<file path="src/rtl/csmc_pkg.sv">
// Package with register map, field layout and reset values for clock source mode control
// Operation
// - PLL power 00b runs, 01b powers down
// - Source bit 1 oscillator, 0 external input
// - Bypass bit 0 uses divider, 1 bypasses
// - Reset: PLL off, code 000b, external source
// - Calibrate bit plus update strobe starts calibration
// - Polarity bit 0 positive, 1 negative
// - Divider path accepts external input to 2400MHz
// - External source keeps internal oscillator off
// - Three-bit field enables reference input buffers
// - Configuration saved, restored at power-up
package csmc_pkg;

  localparam int AW = 10;
  localparam int DW = 8;
  localparam int NREG = 5;

  localparam logic [AW-1:0] OFF_PLL_CTRL = 10'h010;
  localparam logic [AW-1:0] OFF_OSC_CAL  = 10'h018;
  localparam logic [AW-1:0] OFF_REF_EN   = 10'h01c;
  localparam logic [AW-1:0] OFF_DIV      = 10'h1e0;
  localparam logic [AW-1:0] OFF_SRC_SEL  = 10'h1e1;
  localparam logic [AW-1:0] OFF_UPDATE   = 10'h232;

  // Index of each stored register in the staging and nonvolatile arrays
  localparam int IDX_PLL = 0;
  localparam int IDX_CAL = 1;
  localparam int IDX_REF = 2;
  localparam int IDX_DIV = 3;
  localparam int IDX_SRC = 4;
  localparam logic [NREG-1:0][AW-1:0] REG_OFFS =
    {OFF_SRC_SEL, OFF_DIV, OFF_REF_EN, OFF_OSC_CAL, OFF_PLL_CTRL};

  // Field positions
  localparam int PLL_PWR_LSB = 0;
  localparam int PFD_POL_BIT = 7;
  localparam int CAL_BIT     = 0;
  localparam int REF_EN_LSB  = 0;
  localparam int DIV_LSB     = 0;
  localparam int BYPASS_BIT  = 0;
  localparam int SRC_BIT     = 1;
  localparam int UPD_BIT     = 0;
  localparam int BUSY_BIT    = 1;

  localparam logic [1:0] PLL_RUN  = 2'h0;
  localparam logic [1:0] PLL_DOWN = 2'h1;

  // Reset values
  localparam logic [DW-1:0] RST_PLL = 8'h01;
  localparam logic [DW-1:0] RST_CAL = 8'h00;
  localparam logic [DW-1:0] RST_REF = 8'h00;
  localparam logic [DW-1:0] RST_DIV = 8'h00;
  localparam logic [DW-1:0] RST_SRC = 8'h00;

  // Frequency limits of the clock path, in MHz
  localparam int DIST_MAX_MHZ   = 1600;
  localparam int CLK_IN_MAX_MHZ = 2400;

  // Cycles the strap input needs to pass its synchroniser after reset
  localparam logic [2:0] BOOT_CYCLES = 3'h2;

  typedef logic [NREG-1:0][DW-1:0] csmc_cfg_t;

  typedef enum logic [1:0] {
    ST_BOOT    = 2'b00,
    ST_RESTORE = 2'b01,
    ST_RUN     = 2'b10,
    ST_SAVE    = 2'b11
  } csmc_st_t;

  typedef struct packed {
    logic [1:0] pll_pwr;
    logic       pll_pd;
    logic       pfd_neg;
    logic [2:0] ref_en;
    logic [2:0] div_code;
    logic [2:0] div_ratio;
    logic       src_osc;
    logic       bypass;
    logic       osc_pwr;
  } csmc_route_t;

endpackage

</file>
<file path="src/rtl/csmc_nv_store.sv">
// Nonvolatile configuration store with registered read data
`timescale 1ns/1ps
module csmc_nv_store
  import csmc_pkg::*;
#(
  parameter int DEPTH = NREG,
  parameter int WIDTH = DW
) (
  input  wire logic                     clk_i,
  input  wire logic                     rstn_i,
  input  wire logic                     we_i,
  input  wire logic [$clog2(DEPTH)-1:0] waddr_i,
  input  wire logic [WIDTH-1:0]         wdata_i,
  input  wire logic [$clog2(DEPTH)-1:0] raddr_i,
  output logic      [WIDTH-1:0]         rdata_o
);

  // Contents have no reset: they must survive a chip reset
  logic [WIDTH-1:0] mem_r [DEPTH];
  logic [WIDTH-1:0] rdata_r;

  always_ff @(posedge clk_i)
  begin
    if (we_i)
    begin
      mem_r[waddr_i] <= wdata_i;
    end
  end

  always_ff @(posedge clk_i)
  begin
    if (!rstn_i)
    begin
      rdata_r <= '0;
    end
    else
    begin
      rdata_r <= mem_r[raddr_i];
    end
  end

  assign rdata_o = rdata_r;

endmodule // csmc_nv_store

</file>
<file path="src/rtl/csmc_top.sv">
// Clock source mode configuration: staged registers, update strobe, routing and store
`timescale 1ns/1ps
module csmc_top
  import csmc_pkg::*;
(
  input  wire logic           clk_i,
  input  wire logic           rstn_i,
  input  wire logic [AW-1:0]  reg_addr_i,
  input  wire logic [DW-1:0]  reg_wdata_i,
  input  wire logic           reg_we_i,
  output logic      [DW-1:0]  reg_rdata_o,
  input  wire logic           nv_save_i,
  input  wire logic           nv_restore_i,
  output logic                busy_o,
  output logic                cal_start_o,
  output csmc_route_t         route_o
);

  typedef struct packed {
    csmc_st_t   st;
    logic [2:0] cnt;
    logic [1:0] sync;
    logic [1:0] save_sync;
    csmc_cfg_t  stage;
    csmc_cfg_t  act;
    logic       cal_pulse;
    logic [DW-1:0] rdata;
  } csmc_state_t;

  localparam csmc_cfg_t CFG_RST = {RST_SRC, RST_DIV, RST_REF, RST_CAL, RST_PLL};

  csmc_state_t     s_r;
  csmc_state_t     s_nxt;
  logic [NREG-1:0] hit;
  logic            upd_hit;
  logic [DW-1:0]   nv_rdata;
  logic            nv_we;
  logic [2:0]      nv_raddr;
  logic [DW-1:0]   rd_mux;

  genvar g;
  generate
    for (g = 0; g < NREG; g++)
    begin : g_dec
      assign hit[g] = (reg_addr_i == REG_OFFS[g]);
    end
  endgenerate

  assign upd_hit = reg_we_i && (reg_addr_i == OFF_UPDATE) && reg_wdata_i[UPD_BIT]
                   && (s_r.st == ST_RUN) && !s_r.save_sync[1];
  assign nv_we    = (s_r.st == ST_SAVE);
  assign nv_raddr = s_r.cnt;

  csmc_nv_store #(
    .DEPTH (NREG),
    .WIDTH (DW)
  ) u_nv (
    .clk_i   (clk_i),
    .rstn_i  (rstn_i),
    .we_i    (nv_we),
    .waddr_i (s_r.cnt),
    .wdata_i (s_r.act[s_r.cnt]),
    .raddr_i (nv_raddr),
    .rdata_o (nv_rdata)
  );

  always_comb
  begin
    rd_mux = '0;
    for (int i = 0; i < NREG; i++)
    begin
      if (hit[i])
      begin
        rd_mux = s_r.stage[i];
      end
    end
    if (reg_addr_i == OFF_UPDATE)
    begin
      rd_mux[BUSY_BIT] = (s_r.st != ST_RUN);
    end
  end

  always_comb
  begin
    s_nxt      = s_r;
    s_nxt.sync = {s_r.sync[0], nv_restore_i};
    // Save request is a pin, so it crosses two flops like the strap
    s_nxt.save_sync = {s_r.save_sync[0], nv_save_i};
    s_nxt.rdata = rd_mux;
    case (s_r.st)
      ST_BOOT:
      begin
        s_nxt.cnt = s_r.cnt + 3'h1;
        if (s_r.cnt == BOOT_CYCLES)
        begin
          s_nxt.cnt = '0;
          s_nxt.st  = s_r.sync[1] ? ST_RESTORE : ST_RUN;
        end
      end
      ST_RESTORE:
      begin
        // Read data trails the address by one cycle
        s_nxt.cnt = s_r.cnt + 3'h1;
        if (s_r.cnt != 3'h0)
        begin
          s_nxt.stage[s_r.cnt - 3'h1] = nv_rdata;
          s_nxt.act[s_r.cnt - 3'h1]   = nv_rdata;
        end
        if (s_r.cnt == 3'(NREG))
        begin
          s_nxt.cnt = '0;
          s_nxt.st  = ST_RUN;
        end
      end
      ST_RUN:
      begin
        // Register writes and saves are refused outside this state
        if (s_r.save_sync[1])
        begin
          s_nxt.cnt = '0;
          s_nxt.st  = ST_SAVE;
        end
        else if (reg_we_i)
        begin
          for (int i = 0; i < NREG; i++)
          begin
            if (hit[i])
            begin
              s_nxt.stage[i] = reg_wdata_i;
            end
          end
          if (upd_hit)
          begin
            s_nxt.act = s_r.stage;
          end
        end
      end
      ST_SAVE:
      begin
        s_nxt.cnt = s_r.cnt + 3'h1;
        if (s_r.cnt == 3'(NREG - 1))
        begin
          s_nxt.cnt = '0;
          s_nxt.st  = ST_RUN;
        end
      end
      default:
      begin
        s_nxt.st = ST_BOOT;
      end
    endcase
    // Only a 0 to 1 change of the applied bit starts calibration, so a stale 1 does not
    s_nxt.cal_pulse = s_nxt.act[IDX_CAL][CAL_BIT] && !s_r.act[IDX_CAL][CAL_BIT];
  end

  always_ff @(posedge clk_i)
  begin
    if (!rstn_i)
    begin
      s_r.st        <= ST_BOOT;
      s_r.cnt       <= '0;
      s_r.sync      <= '0;
      s_r.save_sync <= '0;
      s_r.stage     <= CFG_RST;
      s_r.act       <= CFG_RST;
      s_r.cal_pulse <= 1'b0;
      s_r.rdata     <= '0;
    end
    else
    begin
      s_r <= s_nxt;
    end
  end

  always_comb
  begin
    route_o.pll_pwr   = s_r.act[IDX_PLL][PLL_PWR_LSB +: 2];
    route_o.pll_pd    = (s_r.act[IDX_PLL][PLL_PWR_LSB +: 2] == PLL_DOWN);
    route_o.pfd_neg   = s_r.act[IDX_PLL][PFD_POL_BIT];
    route_o.ref_en    = s_r.act[IDX_REF][REF_EN_LSB +: 3];
    route_o.div_code  = s_r.act[IDX_DIV][DIV_LSB +: 3];
    // Codes above 4 pass the source undivided
    route_o.div_ratio = (route_o.div_code <= 3'h4) ? route_o.div_code + 3'h2 : 3'h1;
    route_o.src_osc   = s_r.act[IDX_SRC][SRC_BIT];
    // Divider stays in path for inputs up to the external limit
    route_o.bypass    = s_r.act[IDX_SRC][BYPASS_BIT];
    route_o.osc_pwr   = s_r.act[IDX_SRC][SRC_BIT];
  end

  assign reg_rdata_o = s_r.rdata;
  assign busy_o      = (s_r.st != ST_RUN);
  assign cal_start_o = s_r.cal_pulse;
endmodule // csmc_top

</file>
<file path="config.mk">
export PLATFORM = sky130hd
export DESIGN_NAME = csmc_top
export DESIGN_NICKNAME = d
export VERILOG_FILES = /design/src/rtl/csmc_pkg.sv /design/src/rtl/csmc_nv_store.sv /design/src/rtl/csmc_top.sv
export SDC_FILE = /design/constraint.sdc
export NUM_CORES = 1
export LEC_CHECK = 0
export BUFFER_PORTS_ARGS = -buffer_cell sky130_fd_sc_hd__buf_2
export CORE_UTILIZATION = 30
export DETAILED_ROUTE_END_ITERATION = 7
export GPL_ROUTABILITY_DRIVEN = 1
export PLACE_DENSITY = 0.47
export SYNTH_ARGS = -nofsm -noshare
export SYNTH_HDL_FRONTEND = slang
export SYNTH_SLANG_ARGS = --single-unit
export TNS_END_PERCENT = 1
</file>
<file path="constraint.sdc">
create_clock -name clk_i -period 4.6 [get_ports clk_i]
set_input_delay 0.23 -clock clk_i [delete_from_list [all_inputs] [get_ports clk_i]]
set_output_delay 0.23 -clock clk_i [all_outputs]
set_load 0.01 [all_outputs]
</file>
# After elaboration in Yosys (flattened, before gate mapping)
# Memories as Yosys holds them, arrays and structs flattened. A register that Yosys moved wholly into a read port is not among the register bits.
# Cells that the tools add are included.
[word_totals] input_bits=23 register_bits=98 wordCells=102 mem_bits_rw=40 memories=1 out_inout_bits=26
[classes] magnitude_cmp=4 mux=31 add_sub_neg=3 eq_ne=27 reduce_logical=19
[mem_list] memory="u_nv.mem_r" depth=5 width=8 read_ports=1 rd_ports_with_merged_regs=1 wr=1 line="csmc_nv_store.sv:19" source="logic [WIDTH-1:0] mem_r [DEPTH];"
[ops] op="$mux W80" count=3
[ops] op="$pmux W80 S2" count=1
[ops] op="$mux W8" count=12
[ops] op="$bwmux W40" count=2
[ops] op="$mux W40" count=1
[ops] op="$eq A10 B5 Y1 const B" count=3
[ops] op="$reduce_and A5 Y1" count=6
[ops] op="$ne A2 B2 Y1 const B" count=13
[ops] op="$bmux W8 S3" count=1
[ops] op="$demux W8 S3" count=1
[ops] op="$eq A10 B9 Y1 const B" count=2
[ops] op="$mux W5" count=4
[ops] op="$pmux W5 S4" count=1
[ops] op="$eq A10 B10 Y1 const B" count=1
[ops] op="$lt A3 B4 Y1 const B" count=2
[ops] op="$eq A3 B3 Y1 const B" count=2
[ops] op="$logic_and A1 B1 Y1" count=6
[ops] op="$eq A2 B1 Y1 const B" count=2
[ops] op="$eq A2 B2 Y1 const B" count=2
[ops] op="$reduce_and A4 Y1" count=1
[ops] op="$add A3 B1 Y3 const B" count=1
[ops] op="$add A3 B2 Y3 const B" count=1
[ops] op="$eq A3 B2 Y1 const B" count=1
[ops] op="$ge A3 B1 Y1 const B" count=1
[ops] op="10 further kinds" count=14

# Longest topological paths before layout
[depth] ltp_word=10 mapped_depth=11 mapped_depth_nobuf=6

# By module
# Synthesis repeated with hierarchy kept, for this count alone.
[hier_totals] cells_unflattened=827 area_unflattened_um2=7594.8
[modules_own_cells] mod="csmc_top" area_each_um2=5856.9 seq_area_each_um2=1961.9 cells_each=732 instances=1
[modules_own_cells] mod="csmc_nv_store" area_each_um2=1737.9 seq_area_each_um2=1361.3 cells_each=95 instances=1

# Worst setup path after synthesis
# Ideal clock, no wire load.
[synth_path] path_kind="reg2reg" startpoint="register s_r, in the netlist nv_raddr[0]" endpoint="register s_r[81] (netlist bit)" slack_ns=1.787 t_arrival_ns=2.738 setup_ns=0.075 stages_incl_launch_ff=11 period_less_slack_ns=2.813 path_buffers=4 required_time_ns=4.525 cell_sequence="dfxtp_1 clkbuf_1 inv_1 buf_1 ha_1 clkbuf_1 and2_1 a211oi_1 clkbuf_1 nor4_1 o22ai_1"
[synth_via] elab_chain_cells=8 word_cells_on_any_way=12 classes_between="add/sub (1); order compare (2); eq/ne (1); mux (5); reduce/logical (3)"
[synth_rtl] item="start, declared" line="csmc_top.sv:32" source="csmc_state_t s_r;"
[synth_rtl] item="start signal, assigned" line="csmc_top.sv:171" source="s_r <= s_nxt;"
[synth_rtl] item="$sub A3 B1 Y3" line="csmc_top.sv:106" source="s_nxt.stage[s_r.cnt - 3'h1] = nv_rdata;"
[synth_rtl] item="$lt A3 B4 Y1 (implied by the code) / $ge A3 B1 Y1 (equally long branches)" line="csmc_top.sv:106"
[synth_rtl] item="$logic_and A1 B1 Y1 (implied by the code)" line="csmc_top.sv:106"
[synth_rtl] item="$mux W8 (implied by the code)" line="csmc_top.sv:106"
[synth_rtl] item="$demux W8 S3" line="csmc_top.sv:106"
[synth_rtl] item="$bwmux W40" line="csmc_top.sv:106"
[synth_rtl] item="$mux W80" line="csmc_top.sv:104" source="if (s_r.cnt != 3'h0)"
[synth_rtl] item="$pmux W80 S2" line="csmc_top.sv:90" source="case (s_r.st)"
# Parallel ways exist; a longest one is shown, timed or not. The select of a mux whose other input is x is not followed.
# A chain may end at the register's enable or synchronous reset.

# Final worst setup path
[layout_path] startpoint="register s_r[96] (netlist bit)" endpoint="register s_r, in the netlist route_o[7]"
[layout_via] elab_chain_cells=5 word_cells_on_any_way=11 classes_between="eq/ne (6); mux (1); reduce/logical (4)"
[layout_rtl] item="$eq A2 B2 Y1" line="csmc_top.sv:50, csmc_top.sv:90"
[layout_rtl] item="$logic_and A1 B1 Y1 (2 in series)" line="csmc_top.sv:50" source="&& (s_r.st == ST_RUN) && !s_r.save_sync[1];"
[layout_rtl] item="$ne A2 B2 Y1 (no source line)"
[layout_rtl] item="$reduce_and A5 Y1 (no source line)"
# Parallel ways exist; a longest one is shown, timed or not.

==> impl_results.md <==
- Netlist cell types: 68
- ANT cells: 0
- Post-synth EDFFs: 40
- FF-to-FF Start: s_r[96]
- Sequential share of the synthesized area: 43.4%
- P&R area growth vs syn: 13.2%
- Die Ht: 162 um
- Initial DRC Count: 593
- Mapped Nets: 870
- Post-Route WL: 26.6 mm
- Hold Path Stages: 2
- Initial antenna violation count: 0
- Dpl cells: around 1,100
- CP max FO: 23
- Crit-path max cell delay: 0.99 ns
- R2R Setup Slk: 1.65 ns
- Crit path DAT: approximately 3.3 ns
- Final Util: 34.5%
- Leak: 2.70 nW
- Rows: 58
- Final min period: just under 3 ns
- Register bit total from synthesis: about 150
- Worst-case reg-to-reg path depth: 8
- Clock transition at path regs: 0.06 ns
- IO Pins: 49
- Cell Area, Synth: between 0.007 and 0.008 sq mm
- Clk sink count: 146
- Final Max Tran Viols: 0
- Final worst path period share: 64.1%
- CP startpoint kind: flip-flop
- Total power: 4.45 mW
- RSZ-0062 raised after global routing: false
- Post-CTS repair timing setup buffer count: 0
- Cell area after layout: between 0.008 and 0.009 sq mm
- Detail Placement HPWL: 18.6 mm
- Fin Hold WS: 0.0107 ns
- Busiest grt layer: met2
- Hold EP: s_nxt[90]
- CTS root buffer: clkbuf_16
- Setup TNS: 0 ns
- DRC viols: 0
- Synthesized area per cell: slightly above 9 sq um
- Pre-CTS setup slack: around 1.7 ns
- Asr flop ratio synth: 0%
- Final ANT Viol Nets: 0
- Via density: roughly 5.8
- Fin. Hold Viols: 0
- Slew margin rel.: roughly 25%
- Top_reg_cell synth: dfxtp_1
- First-pass GRT wire length: 40.5 mm
- Final Wtd Congestion: about 0.83
- Cell count after synthesis: 838
- Post-DP Area: 0.00801 sq mm
- M1 GR Usage: 29.2%
- Worst hold path type: in2reg
- CP Class: reg2reg
- # nets final: about 860
- Outcome: finished clean
- Layout cell share with drive strength beyond 1: about 14%
- Largest net degree at the start of global routing: 52
- Max-Cap Viols: 0
- Clock Latency Late Sink: 0.43 ns
- Initial core utilization: 30.5%
- Setup Viol. Count Final: 0
- Most used cell, CP: buf_4
- Total gr overflow: 0
- Skew final: 0.0118 ns
- Die area: 0.0262 sq mm
- H-tree levels: 4
- Most common cell after layout, fill and taps aside: dfxtp_1
- CTS tree: yes
- Critical R2R Capture: route_o[7]
- Met3 usage: 4.09%
- Routing usage on met2: 29.7%
- Core area: 0.0251 sq mm
- Hold_sp: nv_save_i
- Avg WL per Cell: 22.8 um
- CTS Buffer Depth: 2
- Max Fclk: 339 MHz
- Gr usage total: 20.6%
- IO buf count: 48
- Cell chain of the critical path: inv_1 > ha_1 > buf_4 > nand4b_1 > nor4_4 > buf_4 > a22oi_1 > o21ai_1
- Worst path slowest cell: nor4_4
- Worst EP required: around 5.0 ns
- P per Cell Area: 514 mW/mm^2
- IR Drop Worst-Case VDD: between 0.0002 and 0.00025 V
- Most frequent cells in the layout: 106 x dfxtp_1, 65 x nand2_1, 57 x a21oi_1
- Worst setup EP type: flip-flop
- Final worst slack: about 1.7 ns
- Width of the die: 162 um
- CTS buffer count: 17
- Synth warn: 0
- Vias: about 6,800
- DRT Pass-1 Iters: 5
- Fin cells: 1,167
- Slew at the pin with the worst max-slew slack: 1.11 ns
- Vias in the first global route: approximately 6,400
-- final cells by class --
type                       instances  area (sq um)
clock buffer                      18           439
clock inverter                    14           204
fill                            2635         16400
inverter                           9          33.8
multi-input combinational        582          3860
sequential                       146          3320
tap                              330           413
timing repair buffer              68           393
-- layer usage --
| layer | share of wire (%) | vias to the layer above | routed length [um] |
|---|---|---|---|
| li1 | - | 3217 | - |
| met1 | 47 | 3251 | 12600 |
| met2 | 43 | 256 | 11400 |
| met3 | 5.6 | 46 | 1490 |
| met4 | 4.0 | 0 | 1060 |
| met5 | 0 | - | 0 |
-- worst max-delay path by stage --
stage | from | endpoint | slack (ns)
after global placement | s_r[96] | route_o[7] | 1.72
final | s_r[96] | route_o[7] | 1.65
after CTS | s_r[96] | route_o[7] | 1.71
after floorplan | nv_raddr[0] | s_r[81] | 1.79
after global routing | s_r[96] | route_o[7] | 1.49
after detailed placement | s_r[96] | route_o[7] | 1.74
-- where the power goes --
part	internal, mW	total [mW]	switching [mW]
Clock	0.931	1.52	0.590
Sequential	1.38	1.44	0.0555
Combinational	0.437	1.49	1.05
-- registers in the layout (all words and copies together) (netlist names) --
name / count
u_nv.mem_r: 40
reg_rdata_o: 8
s_nxt: 2
route_o: 11
nv_raddr: 3
cal_start_o: 1
u_nv.rdata_o: 8
s_r: 73
-- synthesized netlist by cell type, types with 3 or more instances --
cell type,n,share of area [%]
and3_1,14,1.1
o22ai_1,42,3.4
or3_1,8,0.65
o211ai_1,7,0.69
o311ai_1,31,3.5
o21ai_0,24,1.6
and2_1,9,0.74
nand4_1,5,0.41
nor3_1,12,0.78
nand4b_1,7,0.80
ha_1,9,1.5
nand2b_1,6,0.49
a21oi_1,57,3.7
buf_2,8,0.52
mux2i_1,29,3.8
clkbuf_1,67,3.3
o21ai_1,33,2.2
nor2b_1,10,0.82
a22oi_1,53,5.2
a2bb2oi_1,6,0.69
edfxtp_1,40,16
a31oi_1,6,0.49
nor4_1,35,2.9
nand3_1,10,0.65
dfxtp_1,106,28
o21bai_1,3,0.29
a211oi_1,5,0.49
inv_1,6,0.29
buf_4,20,2.0
o2bb2ai_1,8,0.92
o311a_1,5,0.65
nand2_1,65,3.2
a41oi_1,10,1.1
buf_1,4,0.20
nor2_1,31,1.5
-- worst max-delay path, delay by kind of cell, from the launching register on --
kind,cells,cell delay [ns]
adder cells (fa/ha/maj),1,0.15
AND/OR/NAND/NOR,2,1.27
AO/OA/AOI/OAI,2,0.37
flip-flops,1,0.33
buffers and inverters,3,0.74
-- logic make-up (layout without fill, tap and decap cells) --
logic type      Yosys count  after routing  share of synthesized area (%)
fa+ha+maj                 9              9                           1.47
flops                   146            146                           43.4
simple gates            230            230                           16.5
mux                      31             31                           4.08
buf+inv                 110            109                           6.70
xor+xnor                  2              2                          0.229
compound gates          310            310                           27.6
-- what timing repair did --
item | in CTS | in global routing
resized for setup | 0 | 0
hold buffers | 1 | 0
hold endpoints to repair | 1 | 0
Note: power is estimated with default switching activity, not from simulation.
